==> src/hdl/pstc_pkg.sv <==
// Purpose: shared constants and types for the pad state controller
// Assumes: 12 switchable pads, one wake pad, two mixed-signal pads
// Notes: register block sits on AXI4-Lite with 32-bit data
package pstc_pkg;
  // pad map: [11:0] switchable, [12] wake, [14:13] mixed-signal
  localparam int NP = 15;
  localparam int NSW = 12;
  localparam int WAKE_IDX = 12;
  localparam int MIX_LO = 13;
  localparam int NM = 2;
  localparam int AW = 5;
  localparam int SYW = NP + 4;
  localparam logic [AW-1:0] OFS_CTRL = 5'h00;
  localparam logic [AW-1:0] OFS_OE = 5'h04;
  localparam logic [AW-1:0] OFS_DOUT = 5'h08;
  localparam logic [AW-1:0] OFS_PULL_EN = 5'h0c;
  localparam logic [AW-1:0] OFS_PULL_UP = 5'h10;
  localparam logic [AW-1:0] OFS_ANA_SEL = 5'h14;
  localparam logic [AW-1:0] OFS_STATUS = 5'h18;
  localparam logic [AW-1:0] OFS_PAD_IN = 5'h1c;
  localparam int CTRL_PROG_BIT = 0;
  localparam int STS_OFF_BIT = 0;
  localparam int STS_RST_BIT = 1;
  localparam int STS_DEF_BIT = 2;
  localparam int STS_SLP_BIT = 3;
  localparam int STS_ACT_BIT = 4;
  localparam int STS_WAKE_BIT = 5;
  localparam int STS_RADIO_BIT = 6;
  localparam logic [NP-1:0] CFG_RST = 15'h0000;
  localparam logic [NM-1:0] ANA_RST = 2'h3;
  localparam logic [1:0] RESP_OKAY = 2'h0;
  localparam logic [1:0] RESP_SLVERR = 2'h2;
  // reset pulse: 256 periods of the 2 MHz clock divided by 64
  localparam int CLK_PERIOD_NS = 25;
  localparam int SLOW_PERIOD_NS = 500;
  localparam int LP_DIV = 64;
  localparam int RST_PERIODS = 256;
  localparam int RST_TIME_NS = RST_PERIODS * LP_DIV * SLOW_PERIOD_NS;
  localparam int RST_CYCLES_DEF =
    (RST_TIME_NS + CLK_PERIOD_NS - 1) / CLK_PERIOD_NS;
  localparam int RCNT_W = 20;
  typedef enum logic [2:0] {
    ST_OFF, ST_RESET, ST_DEFAULT, ST_SLEEP, ST_ACTIVE
  } pstc_state_t;
  typedef struct packed {
    logic oe;
    logic ie;
    logic pe;
    logic pu;
    logic dout;
  } pstc_pin_t;
endpackage

==> src/hdl/pstc_cfg_if.sv <==
// Purpose: per-pad drive settings between controller and hold bank
// Assumes: one bit per pad in each vector
// Notes: src drives the settings, dst reads them
`timescale 1ns/1ps
interface pstc_cfg_if;
  import pstc_pkg::*;
  logic [NP-1:0] oe;
  logic [NP-1:0] dout;
  logic [NP-1:0] pe;
  logic [NP-1:0] pu;
  modport src (output oe, output dout, output pe, output pu);
  modport dst (input oe, input dout, input pe, input pu);
endinterface

==> src/hdl/pstc_hold.sv <==
// Purpose: retention bank for pad settings across sleep
// Assumes: track is high whenever the switchable pads follow live settings
// Notes: held values come straight from flip-flops
`timescale 1ns/1ps
module pstc_hold (
  input wire logic aclk,
  input wire logic aresetn,
  input wire logic ce,
  input wire logic track,
  pstc_cfg_if.dst live,
  pstc_cfg_if.src held
);
  import pstc_pkg::*;
  typedef struct packed {
    logic [NP-1:0] oe;
    logic [NP-1:0] dout;
    logic [NP-1:0] pe;
    logic [NP-1:0] pu;
  } pstc_hold_t;
  pstc_hold_t q_ff;
  pstc_hold_t nxt_q;
  ////////////////////////////////////////////////////////////////////////
  always_comb begin
    nxt_q = q_ff;
    if (track) begin
      nxt_q.oe = live.oe;
      nxt_q.dout = live.dout;
      nxt_q.pe = live.pe;
      nxt_q.pu = live.pu;
    end
  end
  always_ff @(posedge aclk) begin
    if (!aresetn) begin
      q_ff <= '0;
    end else if (ce) begin
      q_ff <= nxt_q;
    end
  end
  assign held.oe = q_ff.oe;
  assign held.dout = q_ff.dout;
  assign held.pe = q_ff.pe;
  assign held.pu = q_ff.pu;
endmodule

==> src/hdl/pstc_top.sv <==
// Purpose: pad controller that sets each pad by device power state
// Assumes: power inputs and pad inputs are asynchronous to aclk
// Notes: registers over AXI4-Lite, one aligned word each
//
// What this block does
// RULE1 - core off with enable low: all pads hi-z, no input, no pull
// RULE2 - reset pulse: pads hi-z, input off, pull only on wake pad
// RULE3 - unprogrammed digital pads: hi-z, input on, pull-up on
// RULE4 - unprogrammed mixed pads: analog, input and pull off
// RULE5 - active: firmware sets oe, level, pull enable, pull direction
// RULE6 - active and sleep: input buffer on exactly when driver off
// RULE7 - sleep: switchable pads keep last drive and pull settings
// RULE8 - sleep: wake pad keeps following live settings
// RULE9 - mixed pads select analog or digital; analog disables all
// RULE10 - analog selection overrides retention in sleep
// RULE11 - wake pin high blocks sleep; low sleeps when radio idle
// RULE12 - reset held 256 periods of the slow clock divided by 64 after power-on or brown-out
// RULE13 - state priority: off, reset, default, sleep, active
//
// Register access over AXI4-Lite and the placing of the registers were decided locally.
`timescale 1ns/1ps
module pstc_top #(
  parameter int RST_CYCLES = pstc_pkg::RST_CYCLES_DEF
) (
  input wire logic aclk,
  input wire logic aresetn,
  input wire logic ce,
  input wire logic [pstc_pkg::AW-1:0] awaddr,
  input wire logic awvalid,
  output logic awready,
  input wire logic [31:0] wdata,
  input wire logic [3:0] wstrb,
  input wire logic wvalid,
  output logic wready,
  output logic [1:0] bresp,
  output logic bvalid,
  input wire logic bready,
  input wire logic [pstc_pkg::AW-1:0] araddr,
  input wire logic arvalid,
  output logic arready,
  output logic [31:0] rdata,
  output logic [1:0] rresp,
  output logic rvalid,
  input wire logic rready,
  input wire logic io_supply,
  input wire logic chip_en,
  input wire logic por_bod,
  input wire logic radio_events_pending,
  input wire logic [pstc_pkg::NP-1:0] pad_in,
  output logic [pstc_pkg::NP-1:0] pad_out,
  output logic [pstc_pkg::NP-1:0] pad_oe,
  output logic [pstc_pkg::NP-1:0] pad_ie,
  output logic [pstc_pkg::NP-1:0] pad_pe,
  output logic [pstc_pkg::NP-1:0] pad_pu,
  output logic [pstc_pkg::NM-1:0] pad_analog,
  output logic radio_active_state,
  output logic sleep_enter
);
  import pstc_pkg::*;
  typedef struct packed {
    pstc_state_t st;
    logic [RCNT_W-1:0] rcnt;
    logic prog;
    logic [NP-1:0] c_oe;
    logic [NP-1:0] c_out;
    logic [NP-1:0] c_pe;
    logic [NP-1:0] c_pu;
    logic [NM-1:0] ana;
    logic [NP-1:0] p_oe;
    logic [NP-1:0] p_out;
    logic [NP-1:0] p_ie;
    logic [NP-1:0] p_pe;
    logic [NP-1:0] p_pu;
    logic [NM-1:0] p_ana;
    logic radio_o;
    logic sleep_o;
    logic [SYW-1:0] sy1;
    logic [SYW-1:0] sy2;
    logic aw_h;
    logic [AW-1:0] aw_a;
    logic w_h;
    logic [31:0] w_d;
    logic [3:0] w_s;
    logic bv;
    logic [1:0] br;
    logic rv;
    logic [31:0] rd;
    logic [1:0] rr;
  } pstc_top_t;
  localparam logic [RCNT_W-1:0] RCNT_LAST = RCNT_W'(RST_CYCLES - 1);
  pstc_top_t q_ff;
  pstc_top_t nxt_q;
  pstc_cfg_if live_if ();
  pstc_cfg_if held_if ();
  logic [NP-1:0] pin_s;
  logic io_s;
  logic en_s;
  logic por_s;
  logic rad_s;
  logic off_s;
  logic sleep_req;
  ////////////////////////////////////////////////////////////////////////
  // byte-lane merge of a write into a register
  function automatic logic [31:0] wr_lanes(input logic [31:0] old,
                                          input logic [31:0] d,
                                          input logic [3:0] s);
    logic [31:0] r;
    r = old;
    for (int b = 0; b < 4; b++) begin
      if (s[b]) begin
        r[8*b +: 8] = d[8*b +: 8];
      end
    end
    return r;
  endfunction
  // digital drive with input buffer opposite the driver
  function automatic pstc_pin_t pin_drv(input logic oe, input logic dout,
                                        input logic pe, input logic pu);
    pstc_pin_t p;
    p.oe = oe;
    p.ie = ~oe; // RULE6
    p.pe = pe;
    p.pu = pu;
    p.dout = dout;
    return p;
  endfunction
  ////////////////////////////////////////////////////////////////////////
  assign pin_s = q_ff.sy2[NP-1:0];
  assign io_s = q_ff.sy2[NP];
  assign en_s = q_ff.sy2[NP+1];
  assign por_s = q_ff.sy2[NP+2];
  assign rad_s = q_ff.sy2[NP+3];
  assign off_s = io_s & ~en_s;
  assign sleep_req = ~pin_s[WAKE_IDX] & ~rad_s; // RULE11
  assign live_if.oe = q_ff.c_oe;
  assign live_if.dout = q_ff.c_out;
  assign live_if.pe = q_ff.c_pe;
  assign live_if.pu = q_ff.c_pu;
  // snapshot follows live settings until sleep begins
  pstc_hold u_hold (
    .aclk(aclk),
    .aresetn(aresetn),
    .ce(ce),
    .track(q_ff.st != ST_SLEEP), // RULE7
    .live(live_if),
    .held(held_if)
  );
  ////////////////////////////////////////////////////////////////////////
  always_comb begin
    pstc_pin_t pin;
    logic ok;
    logic [31:0] wv;
    nxt_q = q_ff;
    pin = '0;
    ok = 1'b0;
    wv = '0;
    nxt_q.sy1 = {radio_events_pending, por_bod, chip_en, io_supply, pad_in};
    nxt_q.sy2 = q_ff.sy1;
    // power state, highest priority first
    if (off_s | por_s) begin
      nxt_q.rcnt = '0; // RULE12
    end else if (q_ff.rcnt != RCNT_LAST) begin
      nxt_q.rcnt = q_ff.rcnt + 1'b1;
    end
    if (off_s) begin
      nxt_q.st = ST_OFF; // RULE13 RULE1
    end else if (por_s || q_ff.rcnt != RCNT_LAST) begin
      nxt_q.st = ST_RESET; // RULE12
    end else if (!q_ff.prog) begin
      nxt_q.st = ST_DEFAULT;
    end else if (sleep_req) begin
      nxt_q.st = ST_SLEEP; // RULE11
    end else begin
      nxt_q.st = ST_ACTIVE;
    end
    // pad drive from the current state
    for (int i = 0; i < NP; i++) begin
      pin = '0;
      unique case (q_ff.st)
        ST_OFF: begin
          pin = '0; // RULE1
        end
        ST_RESET: begin
          if (i == WAKE_IDX) begin
            pin.pe = 1'b1; // RULE2
            pin.pu = 1'b1;
          end
        end
        ST_DEFAULT: begin
          if (i < MIX_LO) begin
            pin.ie = 1'b1; // RULE3
            pin.pe = 1'b1;
            pin.pu = 1'b1;
          end
        end
        ST_ACTIVE: begin
          pin = pin_drv(q_ff.c_oe[i], q_ff.c_out[i], q_ff.c_pe[i],
                        q_ff.c_pu[i]); // RULE5
        end
        ST_SLEEP: begin
          if (i == WAKE_IDX || i >= MIX_LO) begin
            pin = pin_drv(q_ff.c_oe[i], q_ff.c_out[i], q_ff.c_pe[i],
                          q_ff.c_pu[i]); // RULE8
          end
          if (i < NSW || i >= MIX_LO) begin
            pin = pin_drv(held_if.oe[i], held_if.dout[i], held_if.pe[i],
                          held_if.pu[i]); // RULE7
          end
        end
      endcase
      // analog mode removes every digital driver and pull
      if (i >= MIX_LO && (q_ff.ana[1'(i - MIX_LO)] ||
          !(q_ff.st inside {ST_ACTIVE, ST_SLEEP}))) begin
        pin = '0; // RULE4 RULE9 RULE10
      end
      nxt_q.p_oe[i] = pin.oe;
      nxt_q.p_ie[i] = pin.ie;
      nxt_q.p_pe[i] = pin.pe;
      nxt_q.p_pu[i] = pin.pu;
      nxt_q.p_out[i] = pin.dout;
    end
    nxt_q.p_ana = (q_ff.st inside {ST_ACTIVE, ST_SLEEP}) ? q_ff.ana
                                                        : ANA_RST; // RULE4
    nxt_q.radio_o = (q_ff.st == ST_ACTIVE);
    nxt_q.sleep_o = (q_ff.st == ST_SLEEP);
    // firmware settings are lost while the core is off or in reset
    if (q_ff.st inside {ST_OFF, ST_RESET}) begin
      nxt_q.prog = 1'b0;
      nxt_q.c_oe = CFG_RST;
      nxt_q.c_out = CFG_RST;
      nxt_q.c_pe = CFG_RST;
      nxt_q.c_pu = CFG_RST;
      nxt_q.ana = ANA_RST; // RULE9
    end
    ////////////////////////////////////////////////////////////////////////
    // register bus
    if (awvalid && !q_ff.aw_h && !q_ff.bv) begin
      nxt_q.aw_h = 1'b1;
      nxt_q.aw_a = awaddr;
    end
    if (wvalid && !q_ff.w_h && !q_ff.bv) begin
      nxt_q.w_h = 1'b1;
      nxt_q.w_d = wdata;
      nxt_q.w_s = wstrb;
    end
    if (q_ff.bv && bready) begin
      nxt_q.bv = 1'b0;
    end
    if (q_ff.aw_h && q_ff.w_h && !q_ff.bv) begin
      ok = !(q_ff.st inside {ST_OFF, ST_RESET});
      unique case (q_ff.aw_a)
        OFS_CTRL: begin
          wv = wr_lanes(32'(q_ff.prog), q_ff.w_d, q_ff.w_s);
          if (ok) nxt_q.prog = wv[CTRL_PROG_BIT];
        end
        OFS_OE: begin
          wv = wr_lanes(32'(q_ff.c_oe), q_ff.w_d, q_ff.w_s);
          if (ok) nxt_q.c_oe = wv[NP-1:0]; // RULE5
        end
        OFS_DOUT: begin
          wv = wr_lanes(32'(q_ff.c_out), q_ff.w_d, q_ff.w_s);
          if (ok) nxt_q.c_out = wv[NP-1:0];
        end
        OFS_PULL_EN: begin
          wv = wr_lanes(32'(q_ff.c_pe), q_ff.w_d, q_ff.w_s);
          if (ok) nxt_q.c_pe = wv[NP-1:0];
        end
        OFS_PULL_UP: begin
          wv = wr_lanes(32'(q_ff.c_pu), q_ff.w_d, q_ff.w_s);
          if (ok) nxt_q.c_pu = wv[NP-1:0];
        end
        OFS_ANA_SEL: begin
          wv = wr_lanes(32'(q_ff.ana), q_ff.w_d, q_ff.w_s);
          if (ok) nxt_q.ana = wv[NM-1:0]; // RULE9
        end
        default: begin
          ok = 1'b0;
        end
      endcase
      nxt_q.aw_h = 1'b0;
      nxt_q.w_h = 1'b0;
      nxt_q.bv = 1'b1;
      nxt_q.br = ok ? RESP_OKAY : RESP_SLVERR;
    end
    if (q_ff.rv && rready) begin
      nxt_q.rv = 1'b0;
    end
    if (arvalid && !q_ff.rv) begin
      nxt_q.rv = 1'b1;
      nxt_q.rr = RESP_OKAY;
      nxt_q.rd = '0;
      unique case (araddr)
        OFS_CTRL: nxt_q.rd[CTRL_PROG_BIT] = q_ff.prog;
        OFS_OE: nxt_q.rd[NP-1:0] = q_ff.c_oe;
        OFS_DOUT: nxt_q.rd[NP-1:0] = q_ff.c_out;
        OFS_PULL_EN: nxt_q.rd[NP-1:0] = q_ff.c_pe;
        OFS_PULL_UP: nxt_q.rd[NP-1:0] = q_ff.c_pu;
        OFS_ANA_SEL: nxt_q.rd[NM-1:0] = q_ff.ana;
        OFS_STATUS: begin
          nxt_q.rd[STS_OFF_BIT] = (q_ff.st == ST_OFF);
          nxt_q.rd[STS_RST_BIT] = (q_ff.st == ST_RESET);
          nxt_q.rd[STS_DEF_BIT] = (q_ff.st == ST_DEFAULT);
          nxt_q.rd[STS_SLP_BIT] = (q_ff.st == ST_SLEEP);
          nxt_q.rd[STS_ACT_BIT] = (q_ff.st == ST_ACTIVE);
          nxt_q.rd[STS_WAKE_BIT] = pin_s[WAKE_IDX];
          nxt_q.rd[STS_RADIO_BIT] = rad_s;
        end
        OFS_PAD_IN: nxt_q.rd[NP-1:0] = pin_s;
        default: nxt_q.rr = RESP_SLVERR;
      endcase
    end
  end
  always_ff @(posedge aclk) begin
    if (!aresetn) begin
      q_ff <= '0;
      q_ff.st <= ST_OFF;
      q_ff.ana <= ANA_RST;
      q_ff.p_ana <= ANA_RST;
      // supply seen present, enable low: powered down until pins settle
      q_ff.sy1[NP] <= 1'b1;
      q_ff.sy2[NP] <= 1'b1;
    end else if (ce) begin
      q_ff <= nxt_q;
    end
  end
  ////////////////////////////////////////////////////////////////////////
  assign awready = ~q_ff.aw_h & ~q_ff.bv;
  assign wready = ~q_ff.w_h & ~q_ff.bv;
  assign bvalid = q_ff.bv;
  assign bresp = q_ff.br;
  assign arready = ~q_ff.rv;
  assign rvalid = q_ff.rv;
  assign rdata = q_ff.rd;
  assign rresp = q_ff.rr;
  assign pad_oe = q_ff.p_oe;
  assign pad_out = q_ff.p_out;
  assign pad_ie = q_ff.p_ie;
  assign pad_pe = q_ff.p_pe;
  assign pad_pu = q_ff.p_pu;
  assign pad_analog = q_ff.p_ana;
  assign radio_active_state = q_ff.radio_o;
  assign sleep_enter = q_ff.sleep_o;
endmodule

==> config.mk <==
export PLATFORM = sky130hd
export DESIGN_NAME = pstc_top
export DESIGN_NICKNAME = d
export VERILOG_FILES = /design/src/hdl/pstc_pkg.sv /design/src/hdl/pstc_cfg_if.sv /design/src/hdl/pstc_hold.sv /design/src/hdl/pstc_top.sv
export SDC_FILE = /design/constraint.sdc
export NUM_CORES = 1
export LEC_CHECK = 0
export BUFFER_PORTS_ARGS = -buffer_cell sky130_fd_sc_hd__buf_2
export CORE_ASPECT_RATIO = 0.5
export CORE_MARGIN = 2
export CORE_UTILIZATION = 51
export DETAILED_ROUTE_END_ITERATION = 16
export GPL_TIMING_DRIVEN = 0
export PLACE_DENSITY = 0.76
export SYNTH_ARGS = -nofsm -noshare
export SYNTH_HDL_FRONTEND = slang
export SYNTH_SLANG_ARGS = --single-unit
==> constraint.sdc <==
create_clock -name aclk -period 1.85 [get_ports aclk]
set_clock_uncertainty 0.1 [all_clocks]
set_input_delay 0.37 -clock aclk [delete_from_list [all_inputs] [get_ports aclk]]
set_output_delay 0.37 -clock aclk [all_outputs]
set_load 0.05 [all_outputs]
=== Yosys cells after proc, flatten, opt, wreduce, memory -nomap -nowiden ===
Cells that the tools add are included.

* Word-level logic and storage cells: 238
* Input bits: 73
* Register bits: 318
* Output and inout bits: 120

* $add $sub $neg: 1
* Muxes and demuxes: 83
* Reduce and logical (&&, ||, !) cells: 51
* Equal/unequal tests: 28
* Bitwise gates (word level): 39

{| class="wikitable"
|+ Operators by type and width
! operator !! number
|-
| 63-bit 2-to-1 mux || 2
|-
| 15-bit 2-to-1 mux || 8
|-
| 3-bit one-hot mux with 3 select lines || 12
|-
| 1-bit one-hot mux with 2 select lines || 25
|-
| 20-bit 2-to-1 mux || 2
|-
| 4-bit != test, second input constant || 10
|-
| 8-bit one-hot mux with 5 select lines || 1
|-
| 2-bit AND reduction || 20
|-
| 37-bit 2-to-1 mux || 1
|-
| 35-bit 2-to-1 mux || 1
|-
| 1-bit inverter || 34
|-
| 5-bit == test, second input constant || 6
|-
| 5-bit one-hot mux with 6 select lines || 1
|-
| 20-bit by 1-bit adder with 20-bit output, second input constant || 1
|-
| 5-bit by 4-bit == test with 1-bit output, second input constant || 4
|-
| 20-bit by 19-bit != test with 1-bit output, second input constant || 1
|-
| 3-bit 2-to-1 mux || 5
|-
| 2-bit nonzero test || 7
|-
| 2-bit 2-to-1 mux || 6
|-
| 1-bit 2-to-1 mux || 11
|-
| 5-bit by 3-bit == test with 1-bit output, second input constant || 2
|-
| 5-bit zero test || 2
|-
| 5-bit one-hot mux with 2 select lines || 1
|-
| 1-bit logical AND || 9
|-
| other kinds (19) || 30
|}

=== Logic depth before layout (Yosys ltp) ===
* Depth after elaboration: 7
* Mapped depth: 9
* Depth with buffers taken out: 6

=== Cells and area by module ===
From an unflattened synthesis, not the netlist that was laid out.

* Cell total of the unflattened synthesis: 1540
* Area, all modules: 14036.0 um^2

{| class="wikitable"
|+ Modules (own cells, without submodules)
! module !! sequential area each (um^2) !! cells each !! area each (um^2) !! instances
|-
| pstc_top || 4824.6 || 1266 || 11395.9 || 1
|-
| pstc_hold || 1201.2 || 274 || 2640.0 || 1
|}

=== Worst setup path after synthesis ===
OpenSTA, ideal clock, no wires.

* Kind: flip-flop to flip-flop
* Start: register q_ff, in the netlist bvalid
* End: register q_ff, in the netlist live_if.pu[0]
* Data required time: 1.690 ns
* Setup slack: -0.278 ns
* Path buffers: 0
* Arrival: 1.968 ns
* Period minus slack after synthesis: 2.128 ns
* Setup time: 0.060 ns
* Stages on the path, launching flop included: 5
* Cell sequence: dfxtp_1 nor3_1 and2_1 a311oi_1 a22o_1

* Word-level cells in the longest chain between the ends: 4
* Elaborated cells on any way between the ends: 5

{| class="wikitable"
|+ RTL lines
! item !! RTL line !! RTL
|-
| from (decl) || pstc_top.sv:91 || <nowiki>pstc_top_t q_ff;</nowiki>
|-
| from (signal assigned) || pstc_top.sv:323 || <nowiki>q_ff <= nxt_q;</nowiki>
|-
| 1-bit zero test (*) || pstc_top.sv:249 || <nowiki>if (q_ff.aw_h && q_ff.w_h && !q_ff.bv) begin</nowiki>
|-
| 1-bit logical AND (*) || pstc_top.sv:249 ||
|-
| 4-bit != test (no line) || -- ||
|-
| 2-bit AND reduction (no line) || -- ||
|}

Every way passes the cells marked *; elsewhere a longest branch is shown, timed or not.
A chain may end at the register's enable or synchronous reset.

=== Worst setup path in the final report ===
* Start: register q_ff, in the netlist io_s
* End: register q_ff[276] in the netlist's numbering

* Word-level cells in the longest chain between the ends: 4
* Elaborated cells on any way between the ends: 5

{| class="wikitable"
|+ RTL lines
! item !! RTL line !! RTL
|-
| 1-bit bitwise AND (*) || pstc_top.sv:133 || <nowiki>assign off_s = io_s & ~en_s;</nowiki>
|-
| 1-bit OR (*) || pstc_top.sv:160 || <nowiki>if (off_s | por_s) begin</nowiki>
|-
| 2-bit nonzero test (no line) || -- ||
|-
| 2-bit AND reduction (no line) || -- ||
|}

Marked as above.

==> parameters.txt <==
Parameter                              Value

Status
  Result of the run ... complete, but fails checks
  Violated checks ... negative setup slack

Timing
  Total Neg Setup Slack ... -1.26 ns
  Hold Vio Cnt, Final ... 0
  RSZ-0062 raised after global routing ... yes
  Final-layout worst hold slack ... 0.00756 ns
  Number of setup violations in the final report ... 16
  Ratio of final minimum period to clock period ... 107%
  Normalized max-slew margin ... a little under half
  Worst Tran Pin Value ... about 0.8 ns
  Max Clock Freq ... slightly above 0.5 GHz
  Final setup slack of the worst path ... -0.137 ns
  Final slew viol count ... 0
  Period minus WS final ... about 2 ns

Setup path
  Worst Setup EP ... q_ff[276]
  Worst R2R Path Depth ... 6
  Launching element of the worst setup path ... io_s
  Endpoint of the most critical register-to-register path ... q_ff[276]
  Data arrival time of the worst path ... between 2 and 2.5 ns
  Maximum fanout encountered on the critical timing path ... 5
  Crit path capture type ... register
  Worst Path Class, Setup ... register to register
  Setup crit start kind ... register
  Data required time at the worst endpoint ... between 2 and 2.5 ns
  Setup slack of the worst register-to-register path ... -0.14 ns
  Worst R2R Start ... io_s

Global routing
  Pin count of the biggest net entering global routing ... 18
  Number of antenna violations at the first check in global routing ... 1
  Total global routing track utilization ... approximately 34%
  Wire length of the first global-routing pass ... around 67 mm
  Met2 track utilization from global routing ... around 53%
  Overflow left after global routing ... 0
  Peak-usage layer in the global routing report ... met2
  Global-route track usage on met3 ... 10.4%
  Met1 Usage GRT ... 47.2%
  Vias in the first global route ... between 10k and 15k

Synthesis
  EDFF count, synth ... 0
  Most frequent cell after synthesis ... sky130_fd_sc_hd__dfxtp_1
  Post-synthesis instance area ... ~13000 um2
  Cell accounting for the most synthesized area ... sky130_fd_sc_hd__dfxtp_1
  Number of synthesized register bits ... 293
  Main area contributors after synthesis ... sky130_fd_sc_hd__dfxtp_1 47%, sky130_fd_sc_hd__buf_4 6.8%, sky130_fd_sc_hd__nand2_1 5.8%
  Fraction of the yosys area taken by sequential cells ... 46.9%
  Most used standard cells in the synthesized netlist ... 293 x sky130_fd_sc_hd__dfxtp_1, 193 x sky130_fd_sc_hd__nand2_1, 160 x sky130_fd_sc_hd__nor2_1
  Share of the synthesized area in the top cell type ... between 40% and 50%
  Unique masters post-synth ... between 60 and 70
  Synthesized area divided by synthesized cell count ... roughly 8.7 um2
  Gate count after technology mapping ... 1441
  Fraction of registers with async set/reset ... 0%
  Number of warnings printed during yosys synthesis ... 0
  Primary FF master, synth ... sky130_fd_sc_hd__dfxtp_1

Die
  Ports placed on the boundary ... approximately 190
  Number of rows created at floorplan ... 40
  Core outline area ... roughly 24000 um2
  Die area ... between 20000 and 30000 um2
  Die span in x ... ~230 um
  Initial cell density of the core ... 52.0%
  Vertical die dimension ... ~110 um

Pwr
  Clock power frac ... about two fifths
  Cell leakage power ... 6.74 nW
  Sw Pwr ... 3.79 mW
  Part of the power in combinational logic ... 11.8%
  Switching power share of the total ... 27.0%
  Total power per unit cell area ... roughly 870 nW/um2
  Int Pwr ... between 10 and 15 mW
  Power share of the sequential group ... 47.0%
  Maximum vdd drop ... between 0.0007 and 0.0008 V

Placed design
  Detailed-placement wirelength estimate ... 32.8 mm
  Final GP Congestion ... roughly 1.0
  Port Buffers ... between 100 and 150
  Post-Place Cell Area ... 13800 um2
  # placed instances ... roughly 2k

Clock network
  Clk root buf ... sky130_fd_sc_hd__clkbuf_16
  Number of H-tree levels ... 1
  Number of buffers on the longest clock path ... 3
  Clock Latency Late Sink ... 0.55 ns
  Num CTS Buffers ... 26
  Sink Count ... 293
  Post-CTS clock slew at the launch and capture registers of the worst setup and hold paths ... ~0.07 ns
  Clock tree from TritonCTS ... done

Flow run
  Maximum capacitance violations ... 0

Drt
  Vias ... 12.2k
  Post-DRT Antenna Nets ... 0
  DRC ... 0
  Per-cell via count in the routed design ... between 5 and 6
  Initial DRT Pass Iterations ... 6
  WL final ... 45.2 mm
  Detailed router's first-iteration violation count ... around 1.4k
  Post-detailed-route wirelength per cell ... roughly 22 um

Finish
  Synth-to-layout area growth ... 28.8%
  Final core occ ... around two thirds
  Non-filler instance count after layout ... approximately 2.1k
  Nets ... between 1.5k and 2k
  Final instance area ... approximately 16000 um2
  Fraction of final layout cells with drive strength greater than 1 ... between 20 and 30%

Worst hold path
  Worst hold path type ... primary input to register
-- power by group through the flow --
stage / Sequential, mW / Combinational [mW] / Clock [mW]
4_1_cts: 6.58 / 1.61 / 5.77
6_report: 6.59 / 1.66 / 5.77
3_5_place_dp: 6.73 / 1.47 / 0
5_1_grt: 6.61 / 1.75 / 6.02
3_3_place_gp: 6.72 / 1.45 / 0
2_1_floorplan: 6.68 / 1.10 / 0
-- placed cells by master, fill, tap and decap left out, types with 39 or more instances in the layout --
cell | synthesis | layout
sky130_fd_sc_hd__buf_2 | 5 | 157
sky130_fd_sc_hd__buf_4 | 114 | 142
sky130_fd_sc_hd__a21oi_1 | 122 | 121
sky130_fd_sc_hd__a22o_1 | 62 | 62
sky130_fd_sc_hd__nand2_1 | 193 | 191
sky130_fd_sc_hd__o21ai_0 | 51 | 47
sky130_fd_sc_hd__nor2_1 | 160 | 147
sky130_fd_sc_hd__mux2i_1 | 49 | 49
sky130_fd_sc_hd__dlygate4sd3_1 | 0 | 39
sky130_fd_sc_hd__dfxtp_1 | 293 | 276
-- cell families after synthesis --
logic type	after synthesis	share of synthesized area, %
other cells	1	0.0300
buf+inv	225	10.2
xor+xnor	11	0.770
fa+ha+maj	1	0.0999
compound gates	391	21.7
flops	293	46.9
mux	50	4.01
simple gates	469	16.3
-- timing repair --
item | in CTS | in global routing
resized for setup | 151 | 105
hold buffers | 39 | 0
buffers inserted | 18 | 16
setup endpoints to repair | 278 | 249
pin swaps | 19 | 24
gates cloned | 1 | 2
hold endpoints to repair | 39 | 0
-- metrics by stage --
step / power (mW) / setup WS, ns
after CTS: 14.0 / -0.0828
final: 14.0 / -0.137
after detailed placement: 8.20 / -1.77
after global placement: 8.17 / -1.76
after floorplan: 7.78 / -0.0163
after global routing: 14.4 / -0.169
-- cell type report --
class                   instances  area (um2)
plain buffers                 212        1450
multi-input cells             946        5960
clock inverters                13         138
repair buffers                221        1450
clock buffers                  35         766
well taps                     336         420
inverters                       7        30.0
diodes                          1        2.50
flip-flops and latches        293        5900
fillers                      1920        7950
-- critical path, cell delays in order, from the launching register on --
cell and delay (ns):
sky130_fd_sc_hd__dfxtp_1 0.47, sky130_fd_sc_hd__nand2b_1 0.23, sky130_fd_sc_hd__nand3_2 0.23, sky130_fd_sc_hd__o21ai_4 0.11, sky130_fd_sc_hd__buf_6 0.15, sky130_fd_sc_hd__or4_1 0.50, sky130_fd_sc_hd__a21oi_1 0.13
-- routing by layer --
| layer | share of wire (%) | wire (um) |
|---|---|---|
| met5 | 0 | 0 |
| met4 | 2.4 | 1090 |
| met3 | 12 | 5470 |
| met2 | 43 | 19600 |
| met1 | 42 | 19000 |
-- state kept, by name, indices dropped and copies added, names as in the netlist, 2 cells and up --
name	cells
q_ff	51
nxt_q	19
live_if.dout	15
live_if.oe	15
live_if.pe	15
live_if.pu	15
pin_s	15
rdata	15
pad_ie	14
pad_oe	14
pad_out	14
pad_pe	14
pad_pu	14
u_hold.held.dout	13
u_hold.held.oe	13
u_hold.held.pe	13
u_hold.held.pu	13
pad_analog	2
-- worst min-delay path by stage --
stage	endpoint	start	depth (start not counted)	slack, ns
after global routing	nxt_q[91]	pad_in[10]	3	0.04
after CTS	bvalid	bready	4	0.01
after floorplan	u_hold.held.dout[13]	u_hold.held.dout[13]	2	0.34
after global placement	u_hold.held.dout[3]	u_hold.held.dout[3]	2	0.34
after detailed placement	u_hold.held.pu[6]	u_hold.held.pu[6]	2	0.35
final	bvalid	bready	4	0.008
Note: power is estimated with default switching activity, not from simulation.
